--- config.mk ---
export PLATFORM = sky130hd
export DESIGN_NAME = port_output_function_select
export DESIGN_NICKNAME = d
export VERILOG_FILES = /design/src/rtl/port_output_function_select.v /design/src/rtl/sel_reg8.v
export VERILOG_INCLUDE_DIRS = /design/src /design/src/shared
export SDC_FILE = /design/constraint.sdc
export NUM_CORES = 1
export LEC_CHECK = 0
export BUFFER_PORTS_ARGS = -buffer_cell sky130_fd_sc_hd__clkbuf_2
export CAP_MARGIN = 20
export CORE_MARGIN = 2
export CORE_UTILIZATION = 37
export CTS_CLUSTER_DIAMETER = 30
export DETAILED_ROUTE_END_ITERATION = 6
export PLACE_DENSITY = 0.66
export SETUP_SLACK_MARGIN = 0.15
export SYNTH_ARGS = -nofsm -noshare
export SYNTH_HDL_FRONTEND = slang
export SYNTH_HIERARCHICAL = 1
export SYNTH_SLANG_ARGS = --single-unit
--- constraint.sdc ---
create_clock -name pclk -period 3 [get_ports pclk]
set_input_delay 0.15 -clock pclk [delete_from_list [all_inputs] [get_ports pclk]]
set_output_delay 0.15 -clock pclk [all_outputs]
set_load 0.02 [all_outputs]
--- src/shared/pin_select_defs.vh ---
// Offsets, reset values and field positions of the output select registers
`ifndef PIN_SELECT_DEFS_VH
`define PIN_SELECT_DEFS_VH
`define OFS_P7_SEC      12'h000
`define OFS_APS         12'h004
`define OFS_P8_PRI      12'h008
`define OFS_P8_SEC      12'h00c
`define OFS_P9_PRI      12'h010
`define OFS_P9_SEC      12'h014
`define OFS_P11         12'h018
`define OFS_P12         12'h01c
`define OFS_P13         12'h020
`define OFS_P14         12'h024
`define OFS_P15         12'h028
`define OFS_P7_PRI      12'h02c
`define SEL_RESET       8'h00
`define APS_ANALOG_BIT  7
`define P8_CAN_BIT      2
`define P9_CH3_BIT      1
`define P9_CH4_BIT      7
`define P8_MASK         8'h07
`define P11_MASK        8'h0f
`define P14_MASK        8'h0f
`define P15_MASK        8'h33
`endif

--- src/rtl/port_output_function_select.v ---
// Output function select for ports 7 to 15 with APB register access
//
// Operation
// A port 7 primary bit of zero keeps the pin in port role, one lets the secondary bit pick the output.
// Software clears the analog select bit whenever it sets port 7 secondary bits 0 to 4 or 6.
// Port 8 bits 0 to 2 follow the secondary register when primary is one, bit 2 picks compare 32 or CAN.
// Port 9 bits 1 and 7 follow the secondary register, zero gives the I2C clock, one the special serial tx.
// Analog select bit 7 routes port 10 pins 4 to 7 to port/key use at zero and to analog inputs at one.
// Software writes zero to reserved select bits.
`timescale 1ns/1ps
`include "pin_select_defs.vh"
module port_output_function_select (
    // APB
    input  wire        pclk,
    input  wire        presetn,
    input  wire        psel,
    input  wire        penable,
    input  wire        pwrite,
    input  wire [11:0] paddr,
    input  wire [31:0] pwdata,
    output reg  [31:0] prdata,
    output reg         pready,
    output reg         pslverr,
    // Port 7 routing: 1 peripheral output, then which source
    output reg  [7:0]  p7_periph_out,
    output reg  [7:0]  p7_use_secondary,
    output reg  [7:0]  p7_use_analog_sel,
    // Port 8
    output reg  [2:0]  p8_periph_out,
    output reg         p8_can_transmit_output,
    output reg         p8_compare_output_32,
    output reg  [1:0]  p8_alt_sel,
    // Port 9
    output reg  [7:0]  p9_periph_out,
    output reg         p9_i2c_clock_ch3,
    output reg         p9_special_serial_tx_ch3,
    output reg         p9_i2c_clock_ch4,
    output reg         p9_special_serial_tx_ch4,
    output reg  [7:0]  p9_alt_sel,
    // Port 10
    output reg         p10_analog_inputs_4_to_7,
    // Ports 11 to 15
    output reg  [7:0]  p11_periph_out,
    output reg  [7:0]  p12_periph_out,
    output reg  [7:0]  p13_periph_out,
    output reg  [7:0]  p14_periph_out,
    output reg  [7:0]  p15_periph_out
);
    wire [7:0] port7_primary_select;
    wire [7:0] port7_secondary_select;
    wire [7:0] analog_peripheral_select;
    wire [7:0] port8_primary_select;
    wire [7:0] port8_secondary_select;
    wire [7:0] port9_primary_select;
    wire [7:0] port9_secondary_select;
    wire [7:0] port11_select;
    wire [7:0] port12_select;
    wire [7:0] port13_select;
    wire [7:0] port14_select;
    wire [7:0] port15_select;
    wire       setup;
    wire       wr_en;
    reg        hit;
    reg  [7:0] rd_byte;

    // Zero wait states: pready rises in the first access cycle
    assign setup = psel & ~penable;
    assign wr_en = psel & penable & pwrite & pready;

    always @* begin
        hit     = 1'b1;
        rd_byte = 8'h00;
        case (paddr)
            `OFS_P7_PRI: rd_byte = port7_primary_select;
            `OFS_P7_SEC: rd_byte = port7_secondary_select;
            `OFS_APS:    rd_byte = analog_peripheral_select;
            `OFS_P8_PRI: rd_byte = port8_primary_select;
            `OFS_P8_SEC: rd_byte = port8_secondary_select;
            `OFS_P9_PRI: rd_byte = port9_primary_select;
            `OFS_P9_SEC: rd_byte = port9_secondary_select;
            `OFS_P11:    rd_byte = port11_select;
            `OFS_P12:    rd_byte = port12_select;
            `OFS_P13:    rd_byte = port13_select;
            `OFS_P14:    rd_byte = port14_select;
            `OFS_P15:    rd_byte = port15_select;
            default:     hit = 1'b0;
        endcase
    end

    always @(posedge pclk or negedge presetn) begin
        if (!presetn) begin
            pready  <= 1'b0;
            pslverr <= 1'b0;
            prdata  <= 32'h0000_0000;
        end else begin
            pready  <= setup;
            pslverr <= setup & ~hit;
            if (setup && !pwrite) begin
                prdata <= {24'h00_0000, rd_byte};
            end
        end
    end

    sel_reg8 #(.MASK(8'hff)) u_p7p (
        .pclk    (pclk),
        .presetn (presetn),
        .wr      (wr_en && paddr == `OFS_P7_PRI),
        .wdata   (pwdata[7:0]),
        .q       (port7_primary_select)
    );
    sel_reg8 #(.MASK(8'hff)) u_p7s (
        .pclk    (pclk),
        .presetn (presetn),
        .wr      (wr_en && paddr == `OFS_P7_SEC),
        .wdata   (pwdata[7:0]),
        .q       (port7_secondary_select)
    );
    sel_reg8 #(.MASK(8'hff)) u_aps (
        .pclk    (pclk),
        .presetn (presetn),
        .wr      (wr_en && paddr == `OFS_APS),
        .wdata   (pwdata[7:0]),
        .q       (analog_peripheral_select)
    );
    // Reserved bits masked on write; software still owes zeros
    sel_reg8 #(.MASK(`P8_MASK)) u_p8p (
        .pclk    (pclk),
        .presetn (presetn),
        .wr      (wr_en && paddr == `OFS_P8_PRI),
        .wdata   (pwdata[7:0]),
        .q       (port8_primary_select)
    );
    sel_reg8 #(.MASK(`P8_MASK)) u_p8s (
        .pclk    (pclk),
        .presetn (presetn),
        .wr      (wr_en && paddr == `OFS_P8_SEC),
        .wdata   (pwdata[7:0]),
        .q       (port8_secondary_select)
    );
    sel_reg8 #(.MASK(8'hff)) u_p9p (
        .pclk    (pclk),
        .presetn (presetn),
        .wr      (wr_en && paddr == `OFS_P9_PRI),
        .wdata   (pwdata[7:0]),
        .q       (port9_primary_select)
    );
    sel_reg8 #(.MASK(8'hfe)) u_p9s (
        .pclk    (pclk),
        .presetn (presetn),
        .wr      (wr_en && paddr == `OFS_P9_SEC),
        .wdata   (pwdata[7:0]),
        .q       (port9_secondary_select)
    );
    sel_reg8 #(.MASK(`P11_MASK)) u_p11 (
        .pclk    (pclk),
        .presetn (presetn),
        .wr      (wr_en && paddr == `OFS_P11),
        .wdata   (pwdata[7:0]),
        .q       (port11_select)
    );
    sel_reg8 #(.MASK(8'hff)) u_p12 (
        .pclk    (pclk),
        .presetn (presetn),
        .wr      (wr_en && paddr == `OFS_P12),
        .wdata   (pwdata[7:0]),
        .q       (port12_select)
    );
    sel_reg8 #(.MASK(8'hff)) u_p13 (
        .pclk    (pclk),
        .presetn (presetn),
        .wr      (wr_en && paddr == `OFS_P13),
        .wdata   (pwdata[7:0]),
        .q       (port13_select)
    );
    sel_reg8 #(.MASK(`P14_MASK)) u_p14 (
        .pclk    (pclk),
        .presetn (presetn),
        .wr      (wr_en && paddr == `OFS_P14),
        .wdata   (pwdata[7:0]),
        .q       (port14_select)
    );
    sel_reg8 #(.MASK(`P15_MASK)) u_p15 (
        .pclk    (pclk),
        .presetn (presetn),
        .wr      (wr_en && paddr == `OFS_P15),
        .wdata   (pwdata[7:0]),
        .q       (port15_select)
    );

    // Routing outputs registered, one cycle behind the register write
    always @(posedge pclk or negedge presetn) begin
        if (!presetn) begin
            p7_periph_out            <= 8'h00;
            p7_use_secondary         <= 8'h00;
            p7_use_analog_sel        <= 8'h00;
            p8_periph_out            <= 3'h0;
            p8_can_transmit_output   <= 1'b0;
            p8_compare_output_32     <= 1'b0;
            p8_alt_sel               <= 2'h0;
            p9_periph_out            <= 8'h00;
            p9_i2c_clock_ch3         <= 1'b0;
            p9_special_serial_tx_ch3 <= 1'b0;
            p9_i2c_clock_ch4         <= 1'b0;
            p9_special_serial_tx_ch4 <= 1'b0;
            p9_alt_sel               <= 8'h00;
            p10_analog_inputs_4_to_7 <= 1'b0;
            p11_periph_out           <= 8'h00;
            p12_periph_out           <= 8'h00;
            p13_periph_out           <= 8'h00;
            p14_periph_out           <= 8'h00;
            p15_periph_out           <= 8'h00;
        end else begin
            // Secondary choice only matters where primary selects output, except p9_alt_sel, which copies the whole port 9 secondary register
            p7_periph_out     <= port7_primary_select;
            p7_use_secondary  <= port7_primary_select & port7_secondary_select;
            p7_use_analog_sel <= port7_primary_select & ~port7_secondary_select;
            p8_periph_out     <= port8_primary_select[2:0];
            p8_alt_sel        <= port8_primary_select[1:0] & port8_secondary_select[1:0];
            p8_can_transmit_output <= port8_primary_select[`P8_CAN_BIT]
                                    & port8_secondary_select[`P8_CAN_BIT];
            p8_compare_output_32   <= port8_primary_select[`P8_CAN_BIT]
                                    & ~port8_secondary_select[`P8_CAN_BIT];
            p9_periph_out <= port9_primary_select;
            p9_alt_sel    <= port9_secondary_select;
            p9_i2c_clock_ch3 <= port9_primary_select[`P9_CH3_BIT]
                              & ~port9_secondary_select[`P9_CH3_BIT];
            p9_special_serial_tx_ch3 <= port9_primary_select[`P9_CH3_BIT]
                                      & port9_secondary_select[`P9_CH3_BIT];
            p9_i2c_clock_ch4 <= port9_primary_select[`P9_CH4_BIT]
                              & ~port9_secondary_select[`P9_CH4_BIT];
            p9_special_serial_tx_ch4 <= port9_primary_select[`P9_CH4_BIT]
                                      & port9_secondary_select[`P9_CH4_BIT];
            p10_analog_inputs_4_to_7 <= analog_peripheral_select[`APS_ANALOG_BIT];
            p11_periph_out <= port11_select;
            p12_periph_out <= port12_select;
            p13_periph_out <= port13_select;
            p14_periph_out <= port14_select;
            p15_periph_out <= port15_select;
        end
    end
endmodule

--- src/rtl/sel_reg8.v ---
// One 8-bit select register with write mask
`timescale 1ns/1ps
module sel_reg8 #(
    parameter [7:0] MASK = 8'hff
) (
    // Clock and reset
    input  wire       pclk,
    input  wire       presetn,
    // Write port
    input  wire       wr,
    input  wire [7:0] wdata,
    // Stored value
    output reg  [7:0] q
);
    // Reserved bits kept at zero so a stray one cannot route anything
    always @(posedge pclk or negedge presetn) begin
        if (!presetn) begin
            q <= 8'h00;
        end else if (wr) begin
            q <= wdata & MASK;
        end
    end
endmodule

# ---- After elaboration in Yosys (flattened, before gate mapping)
# Cells that the tools add are included.
dict set report op_classes {
  reduce_logical 16
  mul 0
  bitwise 20
  div 0
  eq_ne 11
  addsub 0
  mux 2
  n_lt_le_gt_ge 0
  shifts 0
}
# op count
set ops {}
lappend ops {{8-bit case mux with 12 select lines} 1}
lappend ops {{12-bit by 5-bit == test with 1-bit output (second input constant)} 4}
lappend ops {{12-bit by 6-bit == test with 1-bit output (second input constant)} 4}
lappend ops {{12-bit by 4-bit == test with 1-bit output (second input constant)} 2}
lappend ops {{8-bit bitwise AND} 2}
lappend ops {{1-bit logical AND} 13}
lappend ops {{12-bit by 3-bit == test with 1-bit output (second input constant)} 1}
lappend ops {{12-bit logical NOT} 1}
lappend ops {{12-bit OR reduction} 1}
lappend ops {{1-bit bitwise AND} 11}
lappend ops {{8-bit NOT} 1}
lappend ops {{1-bit NOT} 5}
lappend ops {{2-bit bitwise AND} 1}
lappend ops {{1-bit logical NOT} 1}
lappend ops {{1-bit 2-to-1 mux} 1}
dict set report totals {
  mem_count 0
  wordCells 83
  latch_bits 0
  input_bits 49
  reg_bits 162
  mem_bits_rw 0
  romBits 0
}

# ---- Logic depth before layout (Yosys ltp)
dict set report depth {
  depth_word 5
  mapped_depth 9
  mapped_depth_nobuf 5
}

# ---- Modules after synthesis
# Netlist, hierarchy kept.
# mod area_each_um2 n_inst seq_area_each_um2 cells_per_inst
set modules_own_cells {}
lappend modules_own_cells {port_output_function_select 4066.4 1 2552.4 319}
lappend modules_own_cells {{sel_reg8 at u_aps ...} 331.6 6 200.2 17}
lappend modules_own_cells {{sel_reg8 at u_p11 ...} 178.9 3 100.1 13}
lappend modules_own_cells {{sel_reg8 at u_p9s} 302.8 1 175.2 17}
lappend modules_own_cells {{sel_reg8 at u_p8p ...} 150.1 2 75.1 12}

# ---- Worst setup path before layout
# Ideal clock, no wire load.
dict set report synth_path {
  kind {input to register}
  from {in paddr[2]}
  to {reg u_p12.q[0]}
  path_buffers 5
  arrival_ps 1439
  slack_ps 1435
  path_stages 8
  cell_sequence {buf_6 buf_6 buf_6 buf_2 nand3_1 nor2_1 buf_6 mux2_4}
}
dict set report synth_between {
  elab_chain_cells 2
}
# item line_no
set synth_lines {}
lappend synth_lines {{from (decl)} port_output_function_select.v:19} ;# input wire [11:0] paddr,
lappend synth_lines {{12-bit by 5-bit == test with 1-bit output} n/a}
lappend synth_lines {{1-bit logical AND (no line)} n/a}
lappend synth_lines {{to (signal assigned)} sel_reg8.v:20} ;# q <= wdata & MASK;
lappend synth_lines {{to (decl)} sel_reg8.v:13} ;# output reg [7:0] q
# No other way between the ends.
# A chain may end at the register's enable or synchronous reset.

# ---- Worst setup path after layout
dict set report layout_path {
  from {in penable}
  to {reg prdata[3]}
}
dict set report layout_between {
  elab_chain_cells 3
}
# item line_no
set layout_lines {}
lappend layout_lines {{from (decl)} port_output_function_select.v:17} ;# input wire penable,
lappend layout_lines {{1-bit NOT} port_output_function_select.v:67} ;# assign setup = psel & ~penable;
lappend layout_lines {{1-bit bitwise AND} port_output_function_select.v:67}
lappend layout_lines {{named net setup} port_output_function_select.v:61} ;# wire setup;
lappend layout_lines {{1-bit logical AND} port_output_function_select.v:98} ;# if (setup && !pwrite) begin
lappend layout_lines {{to (signal assigned)} port_output_function_select.v:99} ;# prdata <= {24'h00_0000, rd_byte};
lappend layout_lines {{to (decl)} port_output_function_select.v:21} ;# output reg [31:0] prdata,
# The timed path passes the listed nets, and every way through them passes these cells.

==> impl_table.tex <==
\begin{tabular}{lr}
\hline
Metric & Value \\
\hline
\multicolumn{2}{l}{\textbf{Routing}} \\
Sum of routed wire length over all layers & 16.8 mm \\
DR iter-0 viols & 244 \\
Pre-Repair DR Iteration Count & 4 \\
Drt drc & 0 \\
Vias per std cell & 4.66 \\
Final routed wire length divided by cell count & 18.2 µm \\
Via Count & 4309 \\
Antenna-violating nets left & 0 \\
\multicolumn{2}{l}{\textbf{Final layout}} \\
Antenna cell count & 0 \\
Final design area excluding fillers & 8630 µm² \\
Area grow syn2layout & 19.9\% \\
Filler Cells Inserted & 1791 \\
Fraction of the core area covered by cells at the end of the flow & 0.448 \\
Number of nets in the layout & 695 \\
Share of cells above drive strength 1 & 0.420 \\
\multicolumn{2}{l}{\textbf{Yosys}} \\
Count of distinct cell types in the synthesized netlist & 47 \\
Leading register cell type out of synthesis & sky130\_fd\_sc\_hd\_\_dfrtp\_1 \\
Synthesized instance count & 501 \\
FFs w/ async S/R, synth & 1.00 \\
Area fraction of the dominant cell type after synthesis & 0.609 \\
Flops \& latches, synth & 175 \\
Mean instance size in the synthesized netlist & 14.4 µm² \\
Yosys warning total & 6 \\
Commonest cells in the synthesized netlist & sky130\_fd\_sc\_hd\_\_dfrtp\_1, sky130\_fd\_sc\_hd\_\_mux2\_4, sky130\_fd\_sc\_hd\_\_buf\_4 \\
Number of enable-type register cells in the synthesized netlist & 0 \\
Library cell with the highest instance count after synthesis & sky130\_fd\_sc\_hd\_\_dfrtp\_1 \\
Leading cell types by total area after synthesis & sky130\_fd\_sc\_hd\_\_dfrtp\_1, sky130\_fd\_sc\_hd\_\_mux2\_4, sky130\_fd\_sc\_hd\_\_buf\_4 \\
Seq/Total Area, Yosys & 0.609 \\
Summed instance area of the synthesized netlist & 7200 µm² \\
Leading area contributor after synthesis & sky130\_fd\_sc\_hd\_\_dfrtp\_1 \\
\multicolumn{2}{l}{\textbf{Critical path}} \\
Type of element launching the critical path & input pin \\
Crit-path leading delay family & simple AND/OR/NAND/NOR gates \\
Worst Setup End Kind & flop \\
Critical path type & input pin to flop \\
Worst-path cell chain & dlygate4sd3\_1 -> clkbuf\_2 -> nor2b\_1 -> nand2b\_1 -> nor3\_2 -> buf\_4 -> a21oi\_1 -> a31oi\_1 \\
Worst EP required & 3.34 ns \\
Bufs and invs on worst path & 3 \\
Peak fanout along the critical path & 11 \\
Cell with the largest stage delay on the worst path & sky130\_fd\_sc\_hd\_\_dlygate4sd3\_1 \\
CP Data Arrival Time & 2.28 ns \\
Delay of the slowest cell on the worst path & 0.53 ns \\
\multicolumn{2}{l}{\textbf{Clocking}} \\
Number of buffers between clock root and the deepest sink & 2 \\
Worst skew pair latency & 0.43 ns \\
CTS tree & built \\
Htree depth & 4 \\
Clock buffers created by TritonCTS & 17 \\
Sinks on the clock net & 175 \\
Cell at the root of the clock tree & sky130\_fd\_sc\_hd\_\_clkbuf\_16 \\
Clock transition at the register clock pins on the worst setup and hold paths after CTS & 0.07 ns \\
\multicolumn{2}{l}{\textbf{Floorplanning}} \\
Area of the core region & 19300 µm² \\
Initial Util & 0.373 \\
Die width & 143 µm \\
Number of top-level design ports & 175 \\
Overall die height & 143 µm \\
Full die area & 20600 µm² \\
Number of rows in the core area & 51 \\
\multicolumn{2}{l}{\textbf{STA}} \\
Ratio of final minimum period to clock period & 0.647 \\
Worst max-slew margin expressed relative to the limit & 0.465 \\
Transition time at the pin with the least slew margin & 0.801 ns \\
Worst Clk Skew & 0.00884 ns \\
Final Slew Violations & 0 \\
TNS Setup & 0 ns \\
RSZ-0062 raised after global routing & false \\
Number of failing hold endpoints at the final stage & 0 \\
Number of setup violations in the final report & 0 \\
Timing-limited maximum frequency & 0.515 GHz \\
Final critical path time including I/O delays and setup & 1.94 ns \\
\multicolumn{2}{l}{\textbf{Place}} \\
Final GP Congestion & 0.840 \\
Placed standard-cell area & 8000 µm² \\
Post-detailed-placement half-perimeter wirelength & 12.3 mm \\
Count of buffers from port buffering & 126 \\
\multicolumn{2}{l}{\textbf{Hold path}} \\
Path class of the lowest-slack min-delay path & input pin to flop \\
\multicolumn{2}{l}{\textbf{Pwr}} \\
Static leakage & 4.43 nW \\
Worst VDD drop & 0.397 mV \\
Power Density & 567 nW/µm² \\
\multicolumn{2}{l}{\textbf{Global routing}} \\
GRT Total Usage & 0.169 \\
Total overflow reported by the global router & 0 \\
Pin count of the biggest net entering global routing & 70 \\
Number of global-route vias before repair & 4431 \\
Antenna violations before repair & 0 \\
Global-route wire length before repair & 25.7 mm \\
\multicolumn{2}{l}{\textbf{Run status}} \\
Outcome & complete, no violations \\
\multicolumn{2}{l}{\textbf{Run}} \\
Number of max-cap violations & 0 \\
\hline
\end{tabular}
-- layer usage --
layer  part of all wire  wire, µm  vias to the layer above  GRT usage
met5                  0         0                        -          0
met4              0.019       326                        0     0.0588
met3              0.052       867                       21     0.0367
met2               0.49      8330                      146      0.275
met1               0.43      7310                     2201      0.225
li1                   -         -                     1941          -
-- layout by cell type, fill, tap and decap left out, types with 7 or more instances in the layout --
master / n
sky130_fd_sc_hd__nand2_1: 23
sky130_fd_sc_hd__nand3_1: 11
sky130_fd_sc_hd__o21ai_0: 9
sky130_fd_sc_hd__conb_1: 47
sky130_fd_sc_hd__and2_1: 13
sky130_fd_sc_hd__clkbuf_16: 17
sky130_fd_sc_hd__mux4_2: 7
sky130_fd_sc_hd__mux2_2: 25
sky130_fd_sc_hd__nor2_1: 21
sky130_fd_sc_hd__a22oi_1: 11
sky130_fd_sc_hd__buf_4: 25
sky130_fd_sc_hd__mux2_4: 55
sky130_fd_sc_hd__nor2b_1: 14
sky130_fd_sc_hd__clkbuf_2: 125
sky130_fd_sc_hd__dfrtp_1: 175
-- power breakdown --
group | switching [mW] | internal, mW | leakage [nW]
Clock | 0.950 | 1.33 | 0.298
Combinational | 0.177 | 0.0596 | 1.71
Sequential | 0.00383 | 2.37 | 2.41
Total | 1.13 | 3.76 | 4.43
-- logic make-up (layout without fill, tap and decap cells) --
family | after synthesis | in the layout | share of synthesized area
AO/OA/AOI/OAI | 52 | 52 | 0.0492
other | 7 | 47 | 0.00365
multiplexers | 95 | 95 | 0.189
buffers and inverters | 69 | 187 | 0.0734
flip-flops | 175 | 175 | 0.609
AND/OR/NAND/NOR | 103 | 103 | 0.0758
-- flip-flops by register name, summed over array words and instances, names as in the netlist, 8 cells and up --
signal and count:
p9_periph_out 8, u_p7s/q 8, u_p13/q 8, p7_use_analog_sel 8, prdata 8, p7_periph_out 8
p7_use_secondary 8, p9_alt_sel 8, p15_periph_out 8, u_p9p/q 8, p14_periph_out 8, u_p12/q 8
u_aps/q 8, p12_periph_out 8, p11_periph_out 8, p13_periph_out 8, u_p7p/q 8
-- metrics by stage --
step	total power, mW	cells	hold slack [ns]	setup WS, ns
global placement	2.65	890	0.0970	0.933
floorplan	2.58	541	-0.146	1.44
CTS	4.93	924	0.00422	1.08
finish	4.89	924	0.0154	1.06
global route	5.07	924	0.0164	0.865
detailed placement	2.65	890	0.111	0.900
-- final timing paths --
check | from | to | slack, ns | depth (start not counted)
min reg2reg | u_p15/q[5] | p15_periph_out[5] | 0.40 | 0
max reg2reg | pready | u_p15/q[1] | 1.21 | 4
min in group asynchronous | presetn | p9_periph_out[7] | 0.22 | 2
min | psel | pready | 0.02 | 2
max in group asynchronous | presetn | p7_periph_out[0] | 1.93 | 3
max | penable | prdata[3] | 1.06 | 8
-- layout make-up --
| class | count | area [µm²] | area share |
|---|---|---|---|
| well taps | 265 | 332 | 0.0384 |
| inverters | 1 | 3.75 | 0.000435 |
| flip-flops and latches | 175 | 4380 | 0.508 |
| clock buffers | 18 | 429 | 0.0497 |
| multi-input cells | 297 | 2440 | 0.283 |
| repair buffers | 154 | 865 | 0.100 |
| clock inverters | 14 | 180 | 0.0209 |
-- repair_timing --
action / in CTS / in global routing
gates resized for setup: 0 / 0
setup buffers: 0 / 0
hold buffers: 2 / 0
hold endpoints to repair: 45 / 0
(Power assumes the default switching activity.)
